==> config.mk <==
export PLATFORM = sky130hd
export DESIGN_NAME = wkev_top
export DESIGN_NICKNAME = d
export VERILOG_FILES = /design/src/hdl/wkev_pkg.sv /design/src/hdl/wkev_top.sv
export VERILOG_INCLUDE_DIRS = /design/src /design/src/hdl
export SDC_FILE = /design/constraint.sdc
export NUM_CORES = 1
export LEC_CHECK = 0
export ABC_CLOCK_PERIOD_IN_PS = 4280
export BUFFER_PORTS_ARGS = -buffer_cell sky130_fd_sc_hd__buf_2
export CORE_MARGIN = 3
export CORE_UTILIZATION = 45
export CTS_BUF_LIST = sky130_fd_sc_hd__clkbuf_4
export DETAILED_ROUTE_END_ITERATION = 10
export PLACE_DENSITY = 0.69
export SETUP_SLACK_MARGIN = 0.2
export SYNTH_ARGS = -nofsm -noshare
export SYNTH_HDL_FRONTEND = slang
export SYNTH_SLANG_ARGS = --single-unit
==> constraint.sdc <==
create_clock -name pclk -period 4.28 [get_ports pclk]
set_input_delay 0 -clock pclk [delete_from_list [all_inputs] [get_ports pclk]]
set_output_delay 0 -clock pclk [all_outputs]
set_load 0.005 [all_outputs]
==> src/hdl/wkev_params.svh <==
// wkev_params.svh: offsets, field layouts, reset values and timing counts
// of the wake event block.
// assumes: included by bare name from the package and the top module.
`ifndef WKEV_PARAMS_SVH
`define WKEV_PARAMS_SVH

// ====================================================================
// register indices (byte address is four times the index)
`define WKEV_IDX_MASTER_EN 6'h01
`define WKEV_IDX_STS_SECOND 6'h03
`define WKEV_IDX_STS_THIRD 6'h04
`define WKEV_IDX_EN_FIRST 6'h05
`define WKEV_IDX_EN_SECOND 6'h06
`define WKEV_IDX_IRQ_STATUS 6'h20
`define WKEV_IDX_IRQ_MASK 6'h21

// ====================================================================
// reset values and implemented-bit masks
`define WKEV_RESET_VALUE 8'h00
`define WKEV_STS_SECOND_BITS 8'hbf
`define WKEV_STS_THIRD_BITS 8'hff
`define WKEV_EN_FIRST_BITS 8'hce
`define WKEV_EN_SECOND_BITS 8'hbf
`define WKEV_MASTER_EN_BITS 8'h01
`define WKEV_IRQ_BITS 8'h03

// ====================================================================
// field positions
`define WKEV_STS_SECOND_WATCHDOG 7
`define WKEV_IRQ_STATUS_SET 0
`define WKEV_IRQ_REQUEST_RISE 1

// ====================================================================
// pin event shaping
`define WKEV_PIN_COUNT 14
`define WKEV_ANY_EDGE_PINS 14'h3ffe
`define WKEV_PRIME_CYCLES 3'h4

`endif

==> src/hdl/wkev_pkg.sv <==
// wkev_pkg.sv: types of the wake event block.
// assumes: constants come from wkev_params.svh.
`include "wkev_params.svh"

package wkev_pkg;

  // ==================================================================
  // wake pins, one bit each, raw from the pads
  typedef struct packed {
    logic gpio_37;
    logic gpio_36;
    logic gpio_35;
    logic gpio_34;
    logic gpio_33;
    logic gpio_32;
    logic gpio_31;
    logic gpio_30_or_ring_indicate_three;
    logic gpio_23;
    logic gpio_22;
    logic gpio_21;
    logic gpio_20;
    logic ring_indicate_two_or_gpio_50;
    logic ring_indicate_one_n;
  } wkev_pins_type;

  // ==================================================================
  // whole state of the block
  typedef struct packed {
    logic [`WKEV_PIN_COUNT-1:0] sync_first;
    logic [`WKEV_PIN_COUNT-1:0] sync_second;
    logic [`WKEV_PIN_COUNT-1:0] sync_third;
    logic [`WKEV_PIN_COUNT-1:0] level;
    logic [2:0] prime;
    logic watchdog_level;
    logic [7:0] wake_status_second;
    logic [7:0] wake_status_third;
    logic [7:0] wake_enable_first;
    logic [7:0] wake_enable_second;
    logic wake_master_enable;
    logic [7:0] irq_status;
    logic [7:0] irq_mask;
    logic wake_request;
    logic [7:0] read_byte;
    logic slave_error;
  } wkev_state_type;

endpackage

==> src/hdl/wkev_top.sv <==
// wkev_top.sv: wake event status and enable logic behind an APB slave.
// assumes: presetn is the standby power-on reset; main-supply, soft and
// hard resets never reach this block; watchdog_wake is on pclk.
//
// How it works
// - any source event sets its status bit
// - writing one clears a status bit
// - writing zero leaves status bit unchanged
// - pin event counts whatever alternate function
// - status survives main, soft, hard resets
// - enables survive main, soft, hard resets
// - standby power-on reset clears all four
// - second status, second enable and master assert wake request
// - disabled source records but never requests
// - second status/enable bit to source map
// - third status maps pins thirty to 37
// - first enable maps gpio 11-13, 16, 17
// - second enable one bit per source
// - master enable bit zero gates request
// - reserved bits read back as zero
`timescale 1ns/1ps
`include "wkev_params.svh"

module wkev_top (
  // clock and standby power-on reset
  input wire logic pclk,
  input wire logic presetn,
  // apb slave
  input wire logic psel,
  input wire logic penable,
  input wire logic pwrite,
  input wire logic [7:0] paddr,
  input wire logic [31:0] pwdata,
  input wire logic [3:0] pstrb,
  output logic [31:0] prdata,
  output logic pready,
  output logic pslverr,
  // wake sources
  input wire wkev_pkg::wkev_pins_type wake_pins,
  input wire logic watchdog_wake,
  // wake request and interrupt
  output logic wake_request_out_n,
  output logic irq
);

  // ==================================================================
  // state registers
  wkev_pkg::wkev_state_type state_q;
  wkev_pkg::wkev_state_type state_d;

  // ==================================================================
  // combinational helpers
  logic [`WKEV_PIN_COUNT-1:0] pins_active;
  logic [`WKEV_PIN_COUNT-1:0] pin_agree;
  logic [`WKEV_PIN_COUNT-1:0] pin_event;
  logic watchdog_event;
  logic [7:0] set_second;
  logic [7:0] set_third;
  logic [5:0] index;
  logic aligned;
  logic hit;
  logic setup_phase;
  logic write_access;
  logic [7:0] wdata;
  logic [7:0] read_mux;
  logic [7:0] clear_second;
  logic [7:0] clear_third;
  logic [7:0] irq_clear;
  logic [7:0] irq_set;
  logic request_now;
  logic [`WKEV_PIN_COUNT-1:0] level_next;
  logic primed;
  logic [7:0] request_terms;
  logic status_newly_set;

  // ==================================================================
  // apb decode
  assign index = paddr[7:2];
  assign aligned = (paddr[1:0] == 2'h0);
  assign setup_phase = psel & ~penable;
  assign wdata = pwdata[7:0];

  always_comb begin
    unique case (index)
      `WKEV_IDX_MASTER_EN,
      `WKEV_IDX_STS_SECOND,
      `WKEV_IDX_STS_THIRD,
      `WKEV_IDX_EN_FIRST,
      `WKEV_IDX_EN_SECOND,
      `WKEV_IDX_IRQ_STATUS,
      `WKEV_IDX_IRQ_MASK: begin
        hit = aligned;
      end
      default: begin
        hit = 1'b0;
      end
    endcase
  end

  // write lands only on the access edge; lane 0 carries the data
  assign write_access = psel & penable & pwrite & pstrb[0] & hit;

  // zero wait states: every access phase completes at once
  assign pready = 1'b1;

  // ==================================================================
  // read mux
  always_comb begin
    unique case (index)
      `WKEV_IDX_MASTER_EN: begin
        read_mux = {7'h00, state_q.wake_master_enable};
      end
      `WKEV_IDX_STS_SECOND: begin
        read_mux = state_q.wake_status_second & `WKEV_STS_SECOND_BITS;
      end
      `WKEV_IDX_STS_THIRD: begin
        read_mux = state_q.wake_status_third & `WKEV_STS_THIRD_BITS;
      end
      `WKEV_IDX_EN_FIRST: begin
        read_mux = state_q.wake_enable_first & `WKEV_EN_FIRST_BITS;
      end
      `WKEV_IDX_EN_SECOND: begin
        read_mux = state_q.wake_enable_second & `WKEV_EN_SECOND_BITS;
      end
      `WKEV_IDX_IRQ_STATUS: begin
        read_mux = state_q.irq_status & `WKEV_IRQ_BITS;
      end
      `WKEV_IDX_IRQ_MASK: begin
        read_mux = state_q.irq_mask & `WKEV_IRQ_BITS;
      end
      default: begin
        read_mux = 8'h00;
      end
    endcase
    if (!aligned) begin
      read_mux = 8'h00;
    end
  end

  // ==================================================================
  // pin conditioning
  // only the dedicated ring indicate pin is inverted to active high;
  // shared pins take any edge so either function is caught
  assign pins_active = wake_pins ^ {13'h0000, 1'b1};

  assign pin_agree = ~(state_q.sync_second ^ state_q.sync_third);

  // settled level moves only while the last two flops agree, so a pin
  // caught mid-change by the first flop is never counted twice
  assign level_next = (state_q.level & ~pin_agree)
    | (state_q.sync_third & pin_agree);

  // the flops fill from reset before any edge may count
  assign primed = (state_q.prime == `WKEV_PRIME_CYCLES);

  for (genvar p = 0; p < `WKEV_PIN_COUNT; p++) begin : g_pin
    localparam logic [`WKEV_PIN_COUNT-1:0] ANY_EDGE = `WKEV_ANY_EDGE_PINS;
    logic rise;
    logic fall;
    assign rise = level_next[p] & ~state_q.level[p];
    assign fall = state_q.level[p] & ~level_next[p];
    // shared pins count both edges; the dedicated ring pin only its
    // assertion, which is a rise once inverted
    if (ANY_EDGE[p]) begin : g_both
      assign pin_event[p] = primed & (rise | fall);
    end else begin : g_assert_only
      assign pin_event[p] = primed & rise;
    end
  end

  assign watchdog_event = watchdog_wake & ~state_q.watchdog_level;

  assign set_second = {watchdog_event, 1'b0, pin_event[5:0]}
    & `WKEV_STS_SECOND_BITS;

  assign set_third = pin_event[13:6] & `WKEV_STS_THIRD_BITS;

  // ==================================================================
  // write-one-to-clear strobes
  always_comb begin
    clear_second = 8'h00;
    clear_third = 8'h00;
    irq_clear = 8'h00;
    if (write_access) begin
      unique case (index)
        `WKEV_IDX_STS_SECOND: begin
          clear_second = wdata;
        end
        `WKEV_IDX_STS_THIRD: begin
          clear_third = wdata;
        end
        `WKEV_IDX_IRQ_STATUS: begin
          irq_clear = wdata;
        end
        default: begin
          clear_second = 8'h00;
        end
      endcase
    end
  end

  // ==================================================================
  // wake request
  // status enable master
  // master gates request
  // only the second status has an enable partner here, so the third
  // status and the first enable never reach the request
  assign request_terms = state_q.wake_status_second
    & state_q.wake_enable_second & `WKEV_STS_SECOND_BITS;
  assign request_now = state_q.wake_master_enable & (|request_terms);

  // some status bit goes from zero to one this cycle
  assign status_newly_set = |((set_second & ~state_q.wake_status_second)
    | (set_third & ~state_q.wake_status_third));

  // ==================================================================
  // next state
  always_comb begin
    state_d = state_q;

    state_d.sync_first = pins_active;
    state_d.sync_second = state_q.sync_first;
    state_d.sync_third = state_q.sync_second;
    state_d.level = level_next;
    if (!primed) begin
      state_d.prime = state_q.prime + 3'h1;
    end
    state_d.watchdog_level = watchdog_wake;

    state_d.wake_status_second =
      (state_q.wake_status_second & ~clear_second) | set_second;
    state_d.wake_status_third =
      (state_q.wake_status_third & ~clear_third) | set_third;

    if (write_access) begin
      unique case (index)
        `WKEV_IDX_MASTER_EN: begin
          state_d.wake_master_enable = wdata[0];
        end
        `WKEV_IDX_EN_FIRST: begin
          state_d.wake_enable_first = wdata & `WKEV_EN_FIRST_BITS;
        end
        `WKEV_IDX_EN_SECOND: begin
          state_d.wake_enable_second = wdata & `WKEV_EN_SECOND_BITS;
        end
        `WKEV_IDX_IRQ_MASK: begin
          state_d.irq_mask = wdata & `WKEV_IRQ_BITS;
        end
        default: begin
          state_d.irq_mask = state_q.irq_mask;
        end
      endcase
    end

    state_d.wake_request = request_now;

    // interrupt events: a status bit newly set, request rising
    irq_set = 8'h00;
    irq_set[`WKEV_IRQ_STATUS_SET] = status_newly_set;
    irq_set[`WKEV_IRQ_REQUEST_RISE] = request_now & ~state_q.wake_request;
    state_d.irq_status = ((state_q.irq_status & ~irq_clear) | irq_set)
      & `WKEV_IRQ_BITS;

    // read data and error captured in the setup cycle
    if (setup_phase) begin
      state_d.read_byte = read_mux;
      state_d.slave_error = ~hit;
    end
  end

  // ==================================================================
  // state register
  // status only standby reset
  always_ff @(posedge pclk or negedge presetn) begin
    if (!presetn) begin
      state_q <= '0;
    end else begin
      state_q <= state_d;
    end
  end

  // ==================================================================
  // outputs
  assign prdata = {24'h000000, state_q.read_byte};
  assign pslverr = state_q.slave_error;
  assign wake_request_out_n = ~state_q.wake_request;
  // a set mask bit hides its status bit; all pass after reset
  assign irq = |(state_q.irq_status & ~state_q.irq_mask);

endmodule // wkev_top

* Word-level counts from Yosys, hierarchy flattened *
Cells that the tools add are included.
Widths: inputs -> output; s select.

cells by class
  add/sub/neg operators = 1
  equal/unequal tests = 8
  bitwise operators = 117
  muxes and demuxes = 9
  reduce and logical (&&, ||, !) cells = 9

operators by type and width
  operator             count
  $pmux 8 s7           1
  $and 1x1->1          49
  $and 8x8->8          5
  $mux 8               5
  $not 1->1            32
  $not 8->8            4
  $and 14x14->14       2
  $not 14->14          2
  $or 8x8->8           3
  $eq 6x3->1 const B   3
  $reduce_or 8->1      2
  $or 14x14->14        1
  $reduce_or 7->1      2
  $xor 14x14->14       1
  $or 1x1->1           13
  $eq 6x6->1 const B   2
  $and 2x8->8          1
  $not 2->8            1
  $reduce_and 2->1     4
  $eq 6x1->1 const B   1
  $eq 6x2->1 const B   1
  $mux 2               2
  $add 3x1->3 const B  1
  $eq 3x3->1 const B   1
  5 further kinds      5

word-level totals
  logic and storage cells = 160
  register bits = 103

* Logic depth before layout (Yosys ltp) *
Gate-level depths: netlist (run 1).

  depth in word-level cells = 13
  gate-level depth with buffers = 7
  gate-level depth less buffers = 7

* Least setup slack after synthesis (run 1) *
No wires, ideal clock.

  kind = register to register
  start point = register state_q[60] in the netlist's numbering
  end point = register state_q[18] in the netlist's numbering
  data arrival time = 1.530 ns
  setup time = 0.133 ns
  path slack = 2.617 ns
  clock period less this slack = 1.663 ns
  stages on the path, launching flop included = 8
  cells stage by stage = dfrtp_1 > inv_1 > ha_1 > nand2_1 > clkbuf_1 > nor3_1 > nor4_1 > nand3_1

RTL lines
  item                    RTL line         text
  from (decl)             wkev_top.sv:48   wkev_pkg::wkev_state_type state_q;
  from (signal assigned)  wkev_top.sv:278  state_q <= state_d;

==> metrics, run 1 <==
largest cells by area after synthesis dfrtp_1, buf_4, mux2_2; outcome finished clean; chip width 104 µm; Leak 2.23 nW; commonest non-fill, non-tap cell in the layout dfrtp_1; GRT met3 Usage 0.0492; storage element area 2550 µm²; layout cells sized above 1 0.216; fin util 0.538; crit end category register; Post-synth EDFFs 0; reg2reg setup slack 2060 ps; Critical Path AT 2540 ps; Clock Latency Late Sink 450 ps; crit-path cells inv_1 > ha_1 > nand2_1 > nor2_1 > a211oi_1 > and4_1 > nand3_1; syn_area_per_cell 12.2 µm²; cells on worst reg2reg path 7; Synth Flop Type dfrtp_1; GR Util met2 0.240; cts repair resizes 0; number of buffers added on ports 47; worst hold slack 52.9 ps; Initial Utilization 0.465; RSZ-0062 raised after global routing no; crit path kind reg2reg; clock buffer depth 2; CTS root buf clkbuf_4; critical-path maximum fanout 27; core outline area 9240 µm²; Reg2Reg Capture Point state_q[18]; first-pass GRT wire length 13.3 mm; Placement Cell Area 4520 µm²; CP peak stage delay 670 ps; final cycle utilization of the critical path 0.518; Site Rows 35; total congestion overflow 0; height of the die 104 µm; DR DRC count 0; Post-Synthesis Cells 352; Max H-tree Level 3; post-route cell area 4970 µm²; Clock Sinks 102; vias in the first global route 2658; Worst Max-Slew Pin Slew 875 ps; most frequent cells in the layout dfrtp_1, buf_2, nand2_1, dlygate4sd3_1, conb_1; Critical path origin state_q[60]; CP max-delay cell nand2_1; PD cells 352 nW/µm²; gpl congestion 0.786; Post-DP HPWL 5.43 mm; Clock Pin Slew Worst Setup and Hold Paths 150 ps; CP endpoint state_q[18]; top cell type's share of synthesized area 0.594; biggest area consumer among synthesized cells dfrtp_1; startpoint types register; placed cells 513; grt met1 use 0.205; final hold vios 0; worst vdd ir 0.159 mV; initial antenna violation count 0; clk_skew 21.7 ps; Vias/cell 4.99; Starting DRT DRC Count 136; Data required, critical path 4610 ps; sequential share of the synthesized area 0.594; max_slew headroom 0.415; # setup viols final 0; Critical R2R Launch state_q[60]; setup_tns 0 ps; busiest grt layer met2; Setup Buffers After CTS 0; synth warn 0; TritonCTS clock tree built; remaining antenna violation count 0; Ports 100; Hold Buf Count CTS 26; max-slew violation count 0; Die Area 10800 µm²; Hold Crit Class in2reg; distinct cell type count after synthesis 48; GRT Overall Usage 0.153; Achievable Freq 451 MHz; Final Non-Filler Cells 555; Layout area overhead 15.7%; NumNets Final 487; flops & latches, synth 102; Via Count 2772; Worst Slack Setup Final 2060 ps; largest net degree at the start of global routing 72; DR pass1 iterations 5; maxcap violations 0; CTS Buf Count 9; pre-CTS setup slack 2070 ps; fin crit period 2220 ps; post-synthesis async set-or-reset flop share 1.00; PnR Total Power 1.75 mW; Fill cells 805; diode count 0; Synth Cell Area 4300 µm²; wire per inst 14.1 µm; footprint of the multi-input gates 1510 µm²; aggregate routed wire length 7.80 mm
==> routing by layer <==
metal  routed length [µm]  up-vias
met2                 3630       77
met1                 3590     1342
met3                  496       10
li1                     -     1343
met5                    0        -
met4                   91        0
==> report_power, final <==
group	leakage [nW]	internal [mW]	total [mW]	switching (mW)
registers	1.20	0.998	1.02	0.0232
logic	0.935	0.0536	0.115	0.0611
clock network	0.0923	0.298	0.610	0.313
total	2.23	1.35	1.75	0.397
==> flip-flops by register name, indices dropped and copies added (netlist names) <==
register,count
pslverr,1
prdata,8
state_d,28
state_q,65
==> logic make-up after synthesis <==
family,Yosys count,share of synthesized area
xor gates and xnor gates,1,0.00204
buffers and inverters,51,0.0734
other,2,0.00175
muxes,15,0.0393
and+or+nand+nor,97,0.128
DFF,102,0.594
AOI/OAI and AO/OA,68,0.122
adders and majority gates,16,0.0384
==> Yosys cell counts (all sizes together) (3+ instances only) <==
master,instances
dfrtp,102
buf,34
nand2,31
nor2,17
a22oi,15
mux2,15
maj3,14
a21oi,12
inv,12
a22o,11
nor3,11
o2bb2ai,7
and3b,6
nand2b,6
clkbuf,5
nor4,5
o22ai,5
a211oi,4
a32o,4
nand3,4
nor3b,4
a21o,3
a222oi,3
==> final cells by class <==
class,count,area share
flip-flops and latches,102,0.514
multi-input cells,222,0.305
repair buffers,74,0.102
well taps,129,0.0325
clock inverters,7,0.0247
clock buffers,9,0.0136
inverters,12,0.00907
==> how the worst min path moves through the flow <==
| stage | end | slack (ps) | startpoint | cells after the start |
|---|---|---|---|---|
| 2_1_floorplan | prdata[0] | -300 | presetn | 0 |
| 5_1_grt | state_q[19] | 40 | paddr[3] | 4 |
| 6_report | state_q[19] | 50 | paddr[3] | 4 |
| 3_5_place_dp | state_d[96] | 110 | wake_pins[5] | 1 |
| 4_1_cts | state_q[19] | 30 | paddr[3] | 4 |
| 3_3_place_gp | state_d[96] | 110 | wake_pins[5] | 1 |
==> worst max-delay path, delay by kind of cell, from the launching register on <==
family | cells | cell delay (ps)
AO/OA/AOI/OAI | 1 | 300
adder cells (fa/ha/maj) | 1 | 280
buffers and inverters | 1 | 70
flip-flops | 1 | 380
AND/OR/NAND/NOR | 4 | 1080
Power figures use the tool's default switching activity.
==> inputs of run 2 (changes only) <==
- ABC_AREA: not set -> 1
- ABC_CLOCK_PERIOD_IN_PS: 4280 -> 2160
- PLACE_DENSITY: 0.69 -> 0.68
- clock period: 4.28 -> 2.16 ns (I/O delays scaled with it)
==> metrics, run 2 <==
RSZ-0062 raised after global routing no; setup_tns 0 ps (unchanged); flops & latches, synth 102 (unchanged); first-pass GRT wire length 16.0 mm (+20%); remaining antenna violation count 0 (unchanged); worst vdd ir 0.282 mV (+77%); Worst Max-Slew Pin Slew 715 ps (-161 ps); TritonCTS clock tree built; top cell type's share of synthesized area 0.531 (-0.0628); Largest register FFs 65 (unchanged); CTS root buf clkbuf_4; initial antenna violation count 0 (unchanged); most common library cells after synthesis nand2_1, dfrtp_1, inv_1, nor2_1, nand4_1; Hold Crit Class in2reg; CTS Buf Count 9 (unchanged); Die Area 11900 µm² (+11%); Vias/cell 4.82 (-3.4%); clk_skew 17.4 ps (-4.31 ps); Starting DRT DRC Count 190 (+40%); Post-DP HPWL 6.74 mm (+24%); max_slew headroom 0.523 (+0.108); GRT Overall Usage 0.170 (+0.0174); Critical path origin state_q[60]; Data required, critical path 2500 ps (-2110 ps); commonest non-fill, non-tap cell in the layout nand2_1; Clock Latency Late Sink 440 ps (about the same); # setup viols final 0 (unchanged); Worst Slack Setup Final 429 ps (-1640 ps); max-slew violation count 0 (unchanged); crit end category register; gpl congestion 0.885 (+13%); layout cells sized above 1 0.158 (-0.0575); number of buffers added on ports 47 (unchanged); fin util 0.528 (-0.00996); Max H-tree Level 3 (unchanged); sequential share of the synthesized area 0.531 (-0.0628); wire per inst 12.4 µm (-12%); CP endpoint state_q[18]; cells on worst reg2reg path 11 (+4); Clock Pin Slew Worst Setup and Hold Paths 160 ps (about the same); Achievable Freq 578 MHz (+28%); syn_area_per_cell 8.62 µm² (-29%); Fill cells 963 (+20%); pre-CTS setup slack 218 ps (-1860 ps); Leak 2.95 nW (+33%); Initial Utilization 0.463 (-0.00166); diode count 0 (unchanged); largest cells by area after synthesis dfrtp_1, nand2_1, nand4_1; final hold vios 0 (unchanged); critical-path maximum fanout 12 (-56%); reg2reg setup slack 430 ps (-1640 ps); Synth Cell Area 4800 µm² (+12%); Reg2Reg Capture Point state_q[18]; final cycle utilization of the critical path 0.801 (+0.284); maxcap violations 0 (unchanged); startpoint types register; outcome finished clean; crit path kind reg2reg; PD cells 611 nW/µm² (+74%); total congestion overflow 0 (unchanged); Critical Path AT 2070 ps (-470 ps); DR pass1 iterations 5 (unchanged); Final Non-Filler Cells 767 (+38%); vias in the first global route 3458 (+30%); Most flops, register state_q; most frequent cells in the layout nand2_1, dfrtp_1, nor2_1, inv_1, buf_2; chip width 109 µm (+5.4%); height of the die 109 µm (+5.4%); Post-Synthesis Cells 557 (+58%); synth warn 0 (unchanged); aggregate routed wire length 9.51 mm (+22%); Synth Flop Type dfrtp_1; Layout area overhead 13.9%; Site Rows 37 (+5.7%); largest net degree at the start of global routing 58 (-19%); DR DRC count 0 (unchanged); Post-synth EDFFs 0 (unchanged); Critical R2R Launch state_q[60]; Ports 100 (unchanged); Clock Sinks 102 (unchanged); Via Count 3699 (+33%); NumNets Final 692 (+42%); distinct cell type count after synthesis 34 (-29%); fin crit period 1730 ps (-485 ps); biggest area consumer among synthesized cells dfrtp_1; most numerous cell in the Yosys netlist nand2_1; post-synthesis async set-or-reset flop share 1.00 (unchanged); placed cells 720 (+40%); core outline area 10400 µm² (+12%); clock buffer depth 2 (unchanged); PnR Total Power 3.34 mW (+91%)
-- run 2: cell count changes after synthesis, sizes merged, moves of 7 or more --
cell / change
nand3: +23
buf: +10
mux2: -15
o21ai: +21
nand4: +46
a22o: -11
o2bb2ai: -7
a22oi: -14
nand2: +125
inv: +50
maj3: -13
nor3: -10
nor2: +47
-- run 2: critical path, cell delays in order, from the launching register on --
cell,delay [ps]
dfrtp_1,430
inv_1,60
ha_1,220
nand2_4,140
clkinvlp_4,90
buf_4,170
nand3_1,120
o21ai_0,100
nor2_1,100
nand2_1,70
nor2_1,90
nand2_1,50
-- run 2: layout make-up --
type	instances	area (µm²)	area share
inverters	63	240	0.0439
clock inverters	6	70.1	0.0128
multi-input cells	369	1780	0.326
repair inverters	1	7.51	0.00137
flip-flops and latches	102	2550	0.466
repair buffers	80	576	0.105
well taps	136	170	0.0311
clock buffers	10	75.1	0.0137
-- run 2: cell families after synthesis --
family,Yosys count,synth area share
XOR/XNOR,2,0.00365
buffers and inverters,109,0.117
AND/OR/NAND/NOR,295,0.290
flip-flops,102,0.531
adder cells (fa/ha/maj),3,0.00729
other,2,0.00156
AO/OA/AOI/OAI,44,0.0485
-- run 2: worst min path at each step --
stage	start	end	cells after the start
after CTS	paddr[0]	prdata[3]	6
after floorplan	presetn	prdata[0]	0
after detailed placement	presetn	prdata[6]	1
after global routing	paddr[0]	prdata[3]	6
after global placement	presetn	prdata[2]	1
final	paddr[0]	prdata[3]	6
-- run 2: layer usage --
metal  track usage  wire length (µm)  vias to the layer above
met1         0.230              4440                     1707
met3        0.0393               592                       13
li1              -                 -                     1866
met5             0                 0                        -
met2         0.280              4330                      113
met4        0.0436               140                        0
-- run 2: through the flow --
| step | cell area [µm²] | hold WS (ps) |
|---|---|---|
| 6_report | 5470 | 10.2 |
| 5_1_grt | 5470 | 11.4 |
| 4_1_cts | 5440 | 4.53 |
| 3_5_place_dp | 5020 | 56.0 |
| 3_3_place_gp | 5020 | 46.9 |
| 2_1_floorplan | 4890 | -296 |
-- run 2: power by group --
| part | total (mW) | switching (mW) | internal (mW) |
|---|---|---|---|
| Sequential | 2.02 | 0.0382 | 1.98 |
| Combinational | 0.323 | 0.202 | 0.120 |
| Clock | 1.00 | 0.623 | 0.377 |
-- run 2: repair_timing --
item                                   in CTS  in global routing
hold buffers                               26                  0
setup endpoints to repair                   1                  1
gates cloned                                1                  0
buffers inserted                            1                  3
pin swaps                                   0                  0
endpoints found under the hold margin      86                  0
resized for setup                           2                  2
